==> src/hw/tcmc_pkg.sv <==
package tcmc_pkg;

  // ****************************************************************
  // Timebase
  // ****************************************************************
  localparam int CLK_HZ = 50_000_000;
  localparam int PERIOD_MS = 800;
  localparam int PWRUP_MS = 4;
  localparam int CONV_US = 25;
  localparam int WAKE_US = 4;
  // Exact divisions at 50 MHz, so no rounding is needed
  localparam int PERIOD_CYC = (CLK_HZ / 1000) * PERIOD_MS;
  localparam int PWRUP_CYC = (CLK_HZ / 1000) * PWRUP_MS;
  localparam int CONV_CYC = (CLK_HZ / 1_000_000) * CONV_US;
  localparam int WAKE_CYC = (CLK_HZ / 1_000_000) * WAKE_US;

  // ****************************************************************
  // Register pointer and configuration layout
  // ****************************************************************
  localparam logic [7:0] PTR_TEMP = 8'h00;
  localparam logic [7:0] PTR_CFG = 8'h01;
  localparam logic [7:0] PTR_RESET = PTR_TEMP;
  localparam logic [7:0] CFG_RESET = 8'h40;
  localparam int CFG_PD_BIT = 7;
  localparam int CFG_OS_BIT = 2;
  localparam int RES_W = 10;

  // ****************************************************************
  // Types
  // ****************************************************************
  // Write from the serial interface: pointer byte, optional data byte
  typedef struct packed {
    logic ptr_wr;
    logic data_wr;
    logic [7:0] ptr;
    logic [7:0] data;
  } tcmc_wr_t;

  // Power and conversion status
  typedef struct packed {
    logic full_pd;
    logic partial_pd;
    logic waking;
    logic converting;
  } tcmc_stat_t;

  typedef enum logic [2:0] {
    ST_IDLE = 3'b000,
    ST_WAKE = 3'b001,
    ST_CONV = 3'b010,
    ST_FULLPD = 3'b011,
    ST_PWRUP = 3'b100
  } tcmc_state_t;

endpackage

==> src/hw/tcmc_top.sv <==
`timescale 1ns/10ps
// Summary of operation
// - After reset, run automatic mode: convert every 800 ms, partial power-down between.
// - In automatic mode a one-shot write starts a conversion right after the write.
// - After an automatic-mode one-shot conversion, the 800 ms schedule restarts, timed from that conversion's start.
// - Conversion ending with no bus access active and no power-down write in that cycle loads the temperature register.
// - Conversion ending during a recognised bus access leaves the temperature register unchanged.
// - Conversions may start during bus access; result loads only if access ended.
// - Writing the full power-down bit enters full power-down at once, stopping conversions.
// - In full power-down a one-shot write powers up 4 ms, converts, then sleeps.
// - The serial interface keeps working in full power-down: reads and writes.
// - After that one-shot, stay down until power-down cleared or one-shot set again.
// - Automatic conversion takes 4 us wake-up plus 25 us converting.
// - Configuration resets to 40h with power-down and one-shot bits clear.
// - Register pointer resets to select the temperature register.
module tcmc_top
  import tcmc_pkg::*;
#(
  parameter int PERIOD_CYCLES = PERIOD_CYC,
  parameter int PWRUP_CYCLES = PWRUP_CYC,
  parameter int PER_W = 26,
  parameter int TIM_W = 18
) (
  input wire logic clock,
  input wire logic rst_n,
  input wire tcmc_wr_t bus_wr,
  input wire logic bus_active,
  input wire logic [RES_W-1:0] adc_result,
  output logic [RES_W-1:0] temp_value,
  output logic [7:0] cfg_value,
  output logic [7:0] pointer,
  output tcmc_stat_t stat
);

  // ****************************************************************
  // Declarations
  // ****************************************************************
  tcmc_state_t state;
  tcmc_state_t next_state;
  logic [RES_W-1:0] adc_s;
  logic [TIM_W-1:0] timer;
  logic [PER_W-1:0] per_cnt;
  logic wr_cfg;
  logic pd_req;
  logic os_pend;
  logic launch;
  logic conv_end;

  // Converter output is asynchronous to the clock
  tcmc_sync #(.W(RES_W)) u_sync (
    .clock(clock),
    .rst_n(rst_n),
    .din(adc_result),
    .dout(adc_s)
  );

  // ****************************************************************
  // Serial-side register writes
  // ****************************************************************
  assign wr_cfg = bus_wr.data_wr && (bus_wr.ptr == PTR_CFG);
  assign pd_req = wr_cfg && bus_wr.data[CFG_PD_BIT];
  assign os_pend = cfg_value[CFG_OS_BIT];
  assign launch = os_pend && !pd_req && ((state == ST_IDLE) || (state == ST_FULLPD));
  assign conv_end = (state == ST_CONV) && (timer == '0);

  // Pointer register, live in every power state
  always_ff @(posedge clock) begin
    if (!rst_n) begin
      pointer <= PTR_RESET;
    end else if (bus_wr.ptr_wr || bus_wr.data_wr) begin
      pointer <= bus_wr.ptr;
    end
  end

  // Configuration register; a write wins over the self-clear
  always_ff @(posedge clock) begin
    if (!rst_n) begin
      cfg_value <= CFG_RESET;
    end else if (wr_cfg) begin
      cfg_value <= bus_wr.data;
    end else if (launch) begin
      cfg_value[CFG_OS_BIT] <= 1'b0;
    end
  end

  // ****************************************************************
  // Conversion sequencer
  // ****************************************************************
  // Next state
  always_comb begin
    next_state = state;
    if (pd_req) begin
      next_state = ST_FULLPD;
    end else begin
      unique case (state)
        ST_IDLE: begin
          if (os_pend || (per_cnt == '0)) begin
            next_state = ST_WAKE;
          end
        end
        ST_WAKE: begin
          if (timer == '0) begin
            next_state = ST_CONV;
          end
        end
        ST_CONV: begin
          if (timer == '0) begin
            next_state = cfg_value[CFG_PD_BIT] ? ST_FULLPD : ST_IDLE;
          end
        end
        ST_FULLPD: begin
          if (os_pend) begin
            next_state = ST_PWRUP;
          end else if (!cfg_value[CFG_PD_BIT]) begin
            next_state = ST_IDLE;
          end
        end
        ST_PWRUP: begin
          if (timer == '0) begin
            next_state = ST_CONV;
          end
        end
        default: next_state = ST_IDLE;
      endcase
    end
  end

  // State register
  always_ff @(posedge clock) begin
    if (!rst_n) begin
      state <= ST_IDLE;
    end else begin
      state <= next_state;
    end
  end

  // Phase timer, loaded on each state entry
  always_ff @(posedge clock) begin
    if (!rst_n) begin
      timer <= '0;
    end else if (next_state != state) begin
      unique case (next_state)
        ST_WAKE: timer <= TIM_W'(WAKE_CYC - 1);
        ST_CONV: timer <= TIM_W'(CONV_CYC - 1);
        ST_PWRUP: timer <= TIM_W'(PWRUP_CYCLES - 1);
        default: timer <= '0;
      endcase
    end else if (timer != '0) begin
      timer <= timer - 1'b1;
    end
  end

  // Period counter, restarted at each conversion start
  always_ff @(posedge clock) begin
    if (!rst_n) begin
      per_cnt <= PER_W'(PERIOD_CYCLES - 1);
    end else if ((state == ST_IDLE) && (next_state == ST_WAKE)) begin
      per_cnt <= PER_W'(PERIOD_CYCLES - 1);
    end else if ((state == ST_FULLPD) || (state == ST_PWRUP)) begin
      per_cnt <= PER_W'(PERIOD_CYCLES - 1);
    end else if (per_cnt != '0) begin
      per_cnt <= per_cnt - 1'b1;
    end
  end

  // ****************************************************************
  // Result register with bus-access guard
  // ****************************************************************
  always_ff @(posedge clock) begin
    if (!rst_n) begin
      temp_value <= '0;
    end else if (conv_end && !pd_req && !bus_active) begin
      temp_value <= adc_s;
    end
  end

  // Status outputs, registered from the next-state decode
  always_ff @(posedge clock) begin
    if (!rst_n) begin
      stat <= '0;
    end else begin
      stat.full_pd <= (next_state == ST_FULLPD);
      stat.partial_pd <= (next_state == ST_IDLE);
      stat.waking <= (next_state == ST_WAKE) || (next_state == ST_PWRUP);
      stat.converting <= (next_state == ST_CONV);
    end
  end

  // ****************************************************************
  // Assertions
  // ****************************************************************
  AST_PD_IMMEDIATE: assert property (@(posedge clock) disable iff (!rst_n)
    pd_req |=> (state == ST_FULLPD) ##1 (state != ST_WAKE))
    else $error("power-down write did not stop conversions");

  AST_OS_AUTO: assert property (@(posedge clock) disable iff (!rst_n)
    (wr_cfg && bus_wr.data[CFG_OS_BIT] && !bus_wr.data[CFG_PD_BIT] && state == ST_IDLE)
    |=> ##1 (state == ST_WAKE))
    else $error("one-shot write in automatic mode did not start a conversion");

  AST_LOAD: assert property (@(posedge clock) disable iff (!rst_n)
    (conv_end && !pd_req && !bus_active) |=> (temp_value == $past(adc_s)))
    else $error("finished conversion not loaded");

  AST_BLOCK: assert property (@(posedge clock) disable iff (!rst_n)
    (conv_end && bus_active) |=> $stable(temp_value))
    else $error("result loaded during bus access");

  AST_ONLY_AT_END: assert property (@(posedge clock) disable iff (!rst_n)
    !$past(conv_end) |-> $stable(temp_value))
    else $error("temperature changed outside conversion end");

  AST_PD_RETURN: assert property (@(posedge clock) disable iff (!rst_n)
    (conv_end && cfg_value[CFG_PD_BIT] && !wr_cfg) |=> (state == ST_FULLPD))
    else $error("one-shot in power-down did not return to sleep");

  AST_PWRUP_LEN: assert property (@(posedge clock) disable iff (!rst_n)
    (state == ST_FULLPD && next_state == ST_PWRUP)
    |=> (timer == TIM_W'(PWRUP_CYCLES - 1)) && (state == ST_PWRUP))
    else $error("power-up time wrong");

  AST_CONV_LEN: assert property (@(posedge clock) disable iff (!rst_n)
    (state == ST_WAKE && timer == '0 && !pd_req)
    |=> (state == ST_CONV) && (timer == TIM_W'(CONV_CYC - 1)))
    else $error("conversion phase timing wrong");

  AST_PERIOD: assert property (@(posedge clock) disable iff (!rst_n)
    (state == ST_IDLE && per_cnt == '0 && !pd_req) |=> (state == ST_WAKE)
      && (per_cnt == PER_W'(PERIOD_CYCLES - 1)))
    else $error("periodic conversion not started");

  AST_OS_CLEAR: assert property (@(posedge clock) disable iff (!rst_n)
    (launch && !wr_cfg) |=> !cfg_value[CFG_OS_BIT])
    else $error("one-shot bit not cleared after launch");

  AST_PTR_WRITE: assert property (@(posedge clock) disable iff (!rst_n)
    (bus_wr.ptr_wr && state == ST_FULLPD) |=> (pointer == $past(bus_wr.ptr)))
    else $error("pointer write lost in power-down");

endmodule // tcmc_top

==> src/hw/tcmc_sync.sv <==
`timescale 1ns/10ps
module tcmc_sync #(
  parameter int W = 10
) (
  input wire logic clock,
  input wire logic rst_n,
  input wire logic [W-1:0] din,
  output logic [W-1:0] dout
);
  logic [W-1:0] stage1;

  // Two flip-flop synchroniser for a level from outside the clock domain
  always_ff @(posedge clock) begin
    if (!rst_n) begin
      stage1 <= '0;
      dout <= '0;
    end else begin
      stage1 <= din;
      dout <= stage1;
    end
  end
endmodule // tcmc_sync

==> config.mk <==
export PLATFORM = sky130hd
export DESIGN_NAME = tcmc_top
export DESIGN_NICKNAME = d
export VERILOG_FILES = /design/src/hw/tcmc_pkg.sv /design/src/hw/tcmc_top.sv /design/src/hw/tcmc_sync.sv
export SDC_FILE = /design/constraint.sdc
export NUM_CORES = 1
export LEC_CHECK = 0
export BUFFER_PORTS_ARGS = -buffer_cell sky130_fd_sc_hd__buf_2
export CORE_MARGIN = 5
export CORE_UTILIZATION = 51
export CTS_CLUSTER_DIAMETER = 30
export CTS_CLUSTER_SIZE = 30
export DETAILED_ROUTE_END_ITERATION = 6
export GPL_ROUTABILITY_DRIVEN = 0
export PLACE_DENSITY = 0.75
export REMOVE_ABC_BUFFERS = 1
export SLEW_MARGIN = 20
export SYNTH_ARGS = -nofsm -noshare
export SYNTH_HDL_FRONTEND = slang
export SYNTH_SLANG_ARGS = --single-unit
==> constraint.sdc <==
create_clock -name clock -period 2.35 [get_ports clock]
set_input_delay 0 -clock clock [delete_from_list [all_inputs] [get_ports clock]]
set_output_delay 0 -clock clock [all_outputs]
set_load 0.01 [all_outputs]
## After elaboration in Yosys (flattened, before gate mapping)

Cells that the tools add are included.

| operators by class | value |
|---|---|
| multiplexer cells | 13 |
| bitwise logic cells | 1 |
| reductions and logical operators | 25 |
| add/subtract/negate cells | 2 |
| eq/ne operators | 10 |

Operator list:

| operator | number |
|---|---|
| one-hot mux 18 bit (3 select lines) | 1 |
| two-way mux 18 bit | 2 |
| zero test 26 bit | 1 |
| nonzero test 26 bit | 1 |
| subtractor 26 x 1 -> 26 bit (second input constant) | 1 |
| zero test 18 bit | 1 |
| two-way mux 3 bit | 6 |
| nonzero test 18 bit | 1 |
| subtractor 18 x 1 -> 18 bit (second input constant) | 1 |
| equality test 3 x 2 -> 1 bit (second input constant) | 4 |
| one-hot mux 3 bit (4 select lines) | 1 |
| equality test 8 x 1 -> 1 bit (second input constant) | 1 |
| logical AND 1 bit | 8 |
| equality test 3 x 1 -> 1 bit (second input constant) | 2 |
| equality test 3 bit (second input constant) | 2 |
| zero test 3 bit | 2 |
| logical OR 1 bit | 5 |
| nonzero test 2 bit | 2 |
| != test 3 bit | 1 |
| OR reduction 3 bit | 1 |
| zero test 1 bit | 2 |
| two-way mux 1 bit | 2 |
| two-way mux 2 bit | 1 |
| OR reduction 2 bit | 1 |
| inverter 1 bit | 1 |

| word-level totals | value |
|---|---|
| output and inout port bits | 30 |
| flip-flop bits (word level) | 97 |
| input port bits | 31 |

## Depth between registers and ports, before layout

| depth | value |
|---|---|
| depth after elaboration | 8 |
| gate-level depth with buffers | 11 |
| gate-level depth less buffers | 9 |

## Cells and area by module

A second synthesis with hierarchy kept.

| unflattened totals | value |
|---|---|
| cells, all modules | 442 |
| area, all modules | 4,090.2 um^2 |

By module, submodules not included:

| module | instances | area an instance (um^2) | cells each | seq. area each (um^2) |
|---|---|---|---|---|
| tcmc_top | 1 | 3,528.4 | 400 | 1,541.5 |
| tcmc_sync | 1 | 561.8 | 42 | 400.4 |

## Worst setup path before layout

OpenSTA, ideal clock, no wires.

| timing | value |
|---|---|
| path kind | reg2reg |
| start | register timer[0] |
| end | register timer[16] |
| period minus slack after synthesis | 2.413 ns |
| path slack | -0.063 ns |
| library setup time | 0.119 ns |
| cell stages (with the launch flop) | 10 |
| buffers on the path | 0 |
| data arrival time | 2.294 ns |
| path through | dfxtp_1 inv_1 ha_1 or3b_2 nor4_4 a311oi_1 o21bai_1 a211o_1 a21oi_1 o221a_2 |

| between the ends | value |
|---|---|
| longest elaborated chain between the ends | 7 |

RTL lines:

| what | line | text |
|---|---|---|
| start, declared | tcmc_top.sv:41 | `logic [TIM_W-1:0] timer;` |
| start signal, assigned | tcmc_top.sv:143 | `ST_WAKE: timer <= TIM_W'(WAKE_CYC - 1);` |
| start signal, assigned | tcmc_top.sv:144 | `ST_CONV: timer <= TIM_W'(CONV_CYC - 1);` |
| start signal, assigned | tcmc_top.sv:145 | `ST_PWRUP: timer <= TIM_W'(PWRUP_CYCLES - 1);` |
| zero test 18 bit | tcmc_top.sv:102, tcmc_top.sv:107, tcmc_top.sv:119 |  |
| two-way mux 3 bit (on tied branches) | tcmc_top.sv:102, tcmc_top.sv:119, tcmc_top.sv:107 |  |
| one-hot mux 3 bit (4 select lines) | tcmc_top.sv:95 | `unique case (state)` |
| two-way mux 3 bit | tcmc_top.sv:92 | `if (pd_req) begin` |
| equality test 3 bit, or another cell as far along | tcmc_top.sv:142 | `unique case (next_state)` |
| one-hot mux 18 bit (3 select lines) | tcmc_top.sv:142 |  |
| two-way mux 18 bit | tcmc_top.sv:141 | `end else if (next_state != state) begin` |

Parallel ways exist; a longest one is shown, timed or not. The select of a mux whose other input is x is not followed.
A chain may end at the register's enable or synchronous reset.

## Final worst setup path

Same ends and word-level chain as after synthesis.

==> report_table.html <==
<table>
<tr><th>Metric</th><th>Value</th></tr>
<tr><th colspan="2">Floorplanning</th></tr>
<tr><td>Starting density of the core</td><td>a little over half</td></tr>
<tr><td>Total number of placement rows</td><td>32</td></tr>
<tr><td>Area enclosed by the die boundary</td><td>between 10000 and 15000 µm²</td></tr>
<tr><td>Num ports</td><td>61</td></tr>
<tr><td>Vertical extent of the die</td><td>between 100 and 150 µm</td></tr>
<tr><td>Placeable Area</td><td>around 7800 µm²</td></tr>
<tr><td>Die width</td><td>approximately 100 µm</td></tr>
<tr><th colspan="2">Synthesis</th></tr>
<tr><td>Number of enable flip-flop cells after synthesis</td><td>0</td></tr>
<tr><td>XOR/XNOR Fraction of Synth Area</td><td>about 6.5%</td></tr>
<tr><td>Simple-gate area share of the yosys netlist</td><td>27.7%</td></tr>
<tr><td>Adder and majority cell fraction of the synthesized area</td><td>0.905%</td></tr>
<tr><td>Portion of netlist area occupied by mux cells</td><td>under 10%</td></tr>
<tr><td>Cell type with the largest total area after synthesis</td><td>sky130_fd_sc_hd__dfxtp_1</td></tr>
<tr><td>Share of synthesized flip-flops with an asynchronous set or reset</td><td>0%</td></tr>
<tr><td>Share of the yosys chip area belonging to registers</td><td>46.8%</td></tr>
<tr><td>Dominant synthesized flop cell</td><td>sky130_fd_sc_hd__dfxtp_1</td></tr>
<tr><td>Leading cell types by count after synthesis</td><td>97 x sky130_fd_sc_hd__dfxtp_1, 56 x sky130_fd_sc_hd__nand2_1, 56 x sky130_fd_sc_hd__nor2_1, 34 x sky130_fd_sc_hd__a21oi_1, 25 x sky130_fd_sc_hd__and2_1</td></tr>
<tr><td>Number of library cell types mapped by synthesis</td><td>58</td></tr>
<tr><td>Mean area per synthesized cell</td><td>between 8 and 9 µm²</td></tr>
<tr><td>Yosys top cell area share</td><td>46.8%</td></tr>
<tr><td>Synth area leaders</td><td>sky130_fd_sc_hd__dfxtp_1 47%, sky130_fd_sc_hd__nand2_1 5.1%, sky130_fd_sc_hd__nor2_1 5.1%</td></tr>
<tr><td>Post-Syn Instances</td><td>~470</td></tr>
<tr><td>#FFs+latches synth</td><td>97</td></tr>
<tr><td>Most used standard cell by instance count after synthesis</td><td>sky130_fd_sc_hd__dfxtp_1</td></tr>
<tr><td>Combinational family with the most area after synthesis</td><td>simple AND/OR/NAND/NOR gates</td></tr>
<tr><td>Yosys synthesis warning count</td><td>0</td></tr>
<tr><td>Compound-cell area share of the yosys netlist</td><td>13.0%</td></tr>
<tr><td>Netlist area before placement</td><td>between 4000 and 5000 µm²</td></tr>
<tr><th colspan="2">Layout</th></tr>
<tr><td>Share of post-route cells with drive strength above 1</td><td>between 30% and 40%</td></tr>
<tr><td>Fraction of the core area covered by cells at the end of the flow</td><td>between 70% and 80%</td></tr>
<tr><td># diodes</td><td>0</td></tr>
<tr><td>Final net count</td><td>650</td></tr>
<tr><td>Non-filler instance count after layout</td><td>between 700 and 800</td></tr>
<tr><td>Area growth syn-to-layout</td><td>41.4%</td></tr>
<tr><td>Cell area after layout</td><td>about 6000 µm²</td></tr>
<tr><th colspan="2">Placement</th></tr>
<tr><td>Count of input and output buffers</td><td>60</td></tr>
<tr><td>Placed cell count</td><td>between 600 and 700</td></tr>
<tr><td>Placed Instance Area</td><td>just under 5000 µm²</td></tr>
<tr><td>Total half-perimeter wirelength after legalization and detailed placement</td><td>6750 µm</td></tr>
<tr><th colspan="2">Detailed routing</th></tr>
<tr><td>Vias/cell</td><td>5.58</td></tr>
<tr><td>DR vias</td><td>between 4000 and 5000</td></tr>
<tr><td>Number of DRC markers after the initial detailed-route iteration</td><td>between 300 and 400</td></tr>
<tr><td>Total Wirelength</td><td>roughly 12000 µm</td></tr>
<tr><td>Detailed Routing Iterations Pass 1</td><td>5</td></tr>
<tr><td>DRC violation count after routing</td><td>0</td></tr>
<tr><td>Remaining antenna violation count after routing</td><td>0</td></tr>
<tr><td>Wire per inst</td><td>~17 µm</td></tr>
<tr><th colspan="2">STA</th></tr>
<tr><td>Pin slew with the least headroom to its limit</td><td>0.758 ns</td></tr>
<tr><td>Fin Clk Skew</td><td>roughly 0.0084 ns</td></tr>
<tr><td>Final Hold Violating Endpoints</td><td>0</td></tr>
<tr><td>Fin Hold WS</td><td>roughly 0.025 ns</td></tr>
<tr><td>Final setup violating endpoints</td><td>between 40 and 50</td></tr>
<tr><td>Maximum clock frequency</td><td>0.386 GHz</td></tr>
<tr><td>Final critical-path share of the clock period</td><td>110%</td></tr>
<tr><td>Final worst setup slack</td><td>-0.241 ns</td></tr>
<tr><td>RSZ-0062 raised after global routing</td><td>yes</td></tr>
<tr><td>Max Slew Vio Count</td><td>0</td></tr>
<tr><td>Headroom to the max-slew limit</td><td>roughly half</td></tr>
<tr><td>Min Tclk post-route</td><td>2.59 ns</td></tr>
<tr><th colspan="2">Global route</th></tr>
<tr><td>Pin count of the biggest net entering global routing</td><td>30</td></tr>
<tr><td>GRT Util Overall</td><td>about a quarter</td></tr>
<tr><td>Antenna violations before repair</td><td>0</td></tr>
<tr><td>Number of global-route vias before repair</td><td>about 4100</td></tr>
<tr><td>First-pass GRT wire length</td><td>19200 µm</td></tr>
<tr><td>Remaining global-route overflow</td><td>0</td></tr>
<tr><th colspan="2">Setup path</th></tr>
<tr><td>Cell-by-cell trace of the critical path</td><td>inv_2, ha_4, or3b_4, buf_4, buf_4, or3_1, nor3_4, nor2_1, a31oi_2, o221a_4</td></tr>
<tr><td>Count of cell instances traversed by the critical path</td><td>10</td></tr>
<tr><td>Startpoint of the most critical setup path</td><td>timer[0]</td></tr>
<tr><td>Maximum fanout count along the critical path</td><td>4</td></tr>
<tr><td>R2r worst-path depth</td><td>10</td></tr>
<tr><td>Biggest cell delay along the critical path</td><td>just over 0.4 ns</td></tr>
<tr><td>Worst setup EP type</td><td>flop</td></tr>
<tr><td>CP max-delay cell</td><td>sky130_fd_sc_hd__or3_1</td></tr>
<tr><td>CP Launch Type</td><td>flop</td></tr>
<tr><td>Crit-path leading delay family</td><td>simple AND/OR/NAND/NOR gates</td></tr>
<tr><td>Internal reg-to-reg setup slack</td><td>-0.24 ns</td></tr>
<tr><td>Critical Path RT</td><td>between 2 and 3 ns</td></tr>
<tr><td>Category of the critical setup timing path</td><td>reg2reg</td></tr>
<tr><td>Data arrival time at the worst-slack endpoint</td><td>~2.9 ns</td></tr>
<tr><td>Most prevalent standard cell on the critical path</td><td>sky130_fd_sc_hd__buf_4</td></tr>
<tr><td>R2r startpoint</td><td>timer[0]</td></tr>
<tr><td>Reg-to-Reg End</td><td>timer[16]</td></tr>
<tr><td>Crit path buffers/inverters</td><td>3</td></tr>
<tr><th colspan="2">Power and ir drop</th></tr>
<tr><td>Cell Int Power</td><td>just over 3 mW</td></tr>
<tr><td>Power Dens Cells</td><td>between 800 and 900 nW/µm²</td></tr>
<tr><td>Cell leakage power</td><td>between 2 and 2.5 nW</td></tr>
<tr><td>Switching share of power</td><td>between 30% and 40%</td></tr>
<tr><td>Switching power</td><td>1.71 mW</td></tr>
<tr><td>Final Total Pwr</td><td>~4.8 mW</td></tr>
<tr><td>Worst vdd ir</td><td>0.396 mV</td></tr>
<tr><td>Clk pwr share</td><td>between 20% and 30%</td></tr>
<tr><td>Flop pwr share</td><td>40.0%</td></tr>
<tr><td>Combinational share of power</td><td>between 30% and 40%</td></tr>
<tr><th colspan="2">Clocking</th></tr>
<tr><td>Clock root buffer master</td><td>sky130_fd_sc_hd__clkbuf_8</td></tr>
<tr><td>Maximum buffer depth of the clock tree</td><td>2</td></tr>
<tr><td>Number of buffers created by CTS</td><td>9</td></tr>
<tr><td>Htree depth</td><td>3</td></tr>
<tr><td>Clock insertion delay at the later pin of the skew report</td><td>about 0.37 ns</td></tr>
<tr><td>Clock sink total</td><td>97</td></tr>
<tr><td>Clk slew on worst S/H paths</td><td>about 0.1 ns</td></tr>
<tr><td>Clock tree from TritonCTS</td><td>yes</td></tr>
<tr><th colspan="2">Run status</th></tr>
<tr><td>Failing checks</td><td>setup timing</td></tr>
<tr><td>Run status</td><td>complete, but fails checks</td></tr>
<tr><th colspan="2">Worst hold path</th></tr>
<tr><td>Start point of the worst hold path</td><td>bus_wr[17]</td></tr>
<tr><td>Endpoint of the worst hold path</td><td>pointer[6]</td></tr>
<tr><td>Type of the most critical hold path</td><td>in2reg</td></tr>
<tr><td>Hold depth</td><td>3</td></tr>
<tr><th colspan="2">Job</th></tr>
<tr><td>Reported max-cap violation count</td><td>0</td></tr>
</table>
-- cells by family after synthesis --
kind of cell | count (synthesis)
adders and majority gates | 3
xor gates and xnor gates | 31
muxes | 9
buffers and inverters | 28
AOI/OAI and AO/OA | 78
DFF | 97
and+or+nand+nor | 223
-- sequential cells by signal, indices dropped and copies added, names as in the netlist --
name,cells
timer,18
pointer,8
stat,4
per_cnt,26
temp_value,10
u_sync.dout,10
state,3
cfg_value,8
u_sync.stage1,10
-- how the worst max path moves through the flow --
stage | to
global route | timer[16]
finish | timer[16]
global placement | timer[16]
detailed placement | per_cnt[10]
floorplan | per_cnt[2]
CTS | per_cnt[2]
-- power groups by stage --
stage	Sequential, mW	Combinational [mW]	Clock [mW]
final	1.90	1.81	1.04
after global routing	1.91	1.93	1.13
after CTS	1.88	1.44	1.05
after detailed placement	1.91	1.24	0
after global placement	1.90	1.18	0
after floorplan	1.92	0.729	0
-- layout by cell type, fill, tap and decap left out, types with 6 or more instances in the layout --
cell type	netlist	final
sky130_fd_sc_hd__xor2_1	16	16
sky130_fd_sc_hd__nand3_2	0	6
sky130_fd_sc_hd__dlygate4sd3_1	0	26
sky130_fd_sc_hd__buf_2	2	60
sky130_fd_sc_hd__nor4_1	11	10
sky130_fd_sc_hd__nand2_2	1	15
sky130_fd_sc_hd__a21oi_2	1	8
sky130_fd_sc_hd__clkbuf_8	0	9
sky130_fd_sc_hd__mux2i_1	9	8
sky130_fd_sc_hd__a21oi_1	34	26
sky130_fd_sc_hd__and2_1	25	24
sky130_fd_sc_hd__nor2_1	56	48
sky130_fd_sc_hd__nand2_1	56	41
sky130_fd_sc_hd__buf_4	1	50
sky130_fd_sc_hd__xnor2_1	15	15
sky130_fd_sc_hd__nand3_1	24	17
sky130_fd_sc_hd__dfxtp_1	97	94
sky130_fd_sc_hd__inv_1	10	8
sky130_fd_sc_hd__or3_1	6	6
sky130_fd_sc_hd__o21ai_0	11	10
sky130_fd_sc_hd__nor3_1	11	10
sky130_fd_sc_hd__buf_6	1	16
-- routing by layer --
| metal | up-vias | share of wire [%] | wire (µm) | GRT usage [%] |
|---|---|---|---|---|
| li1 | 1921 | - | - | - |
| met1 | 1924 | 39 | 4890 | 26.3 |
| met2 | 152 | 52 | 6440 | 43.1 |
| met3 | 40 | 5.0 | 627 | 6.25 |
| met4 | 0 | 3.8 | 471 | 11.5 |
| met5 | - | 0 | 0 | 0 |
-- final cells by class --
type,instances,area (µm²)
Timing Repair Buffer,153,1140
Clock inverter,7,61.3
Sequential cell,97,1950
Fill cell,517,1940
Tap cell,102,128
Inverter,10,37.5
Clock buffer,9,124
Multi-Input combinational cell,345,2430
-- worst reg2reg max path: stages (launching register included) --
cell and delay, ns:
sky130_fd_sc_hd__dfxtp_2 0.34, sky130_fd_sc_hd__inv_2 0.08, sky130_fd_sc_hd__ha_4 0.14, sky130_fd_sc_hd__or3b_4 0.40
sky130_fd_sc_hd__buf_4 0.15, sky130_fd_sc_hd__buf_4 0.15, sky130_fd_sc_hd__or3_1 0.41, sky130_fd_sc_hd__nor3_4 0.32
sky130_fd_sc_hd__nor2_1 0.14, sky130_fd_sc_hd__a31oi_2 0.21, sky130_fd_sc_hd__o221a_4 0.21
-- timing repair --
item / CTS / global route
gates resized for setup: 47 / 51
cloned: 3 / 0
setup endpoints to repair: 55 / 51
hold buffers: 26 / 0
buffers inserted: 13 / 5
pin swaps: 25 / 25
hold endpoints to repair: 25 / 0
-- stage by stage --
stage	setup slack [ns]	TNS, ns
floorplan	-0.474	-16.69
global placement	-0.171	-4.35
detailed placement	-0.259	-7.73
CTS	-0.199	-5.42
global route	-0.298	-9.71
finish	-0.241	-4.95
Power figures use the tool's default switching activity.
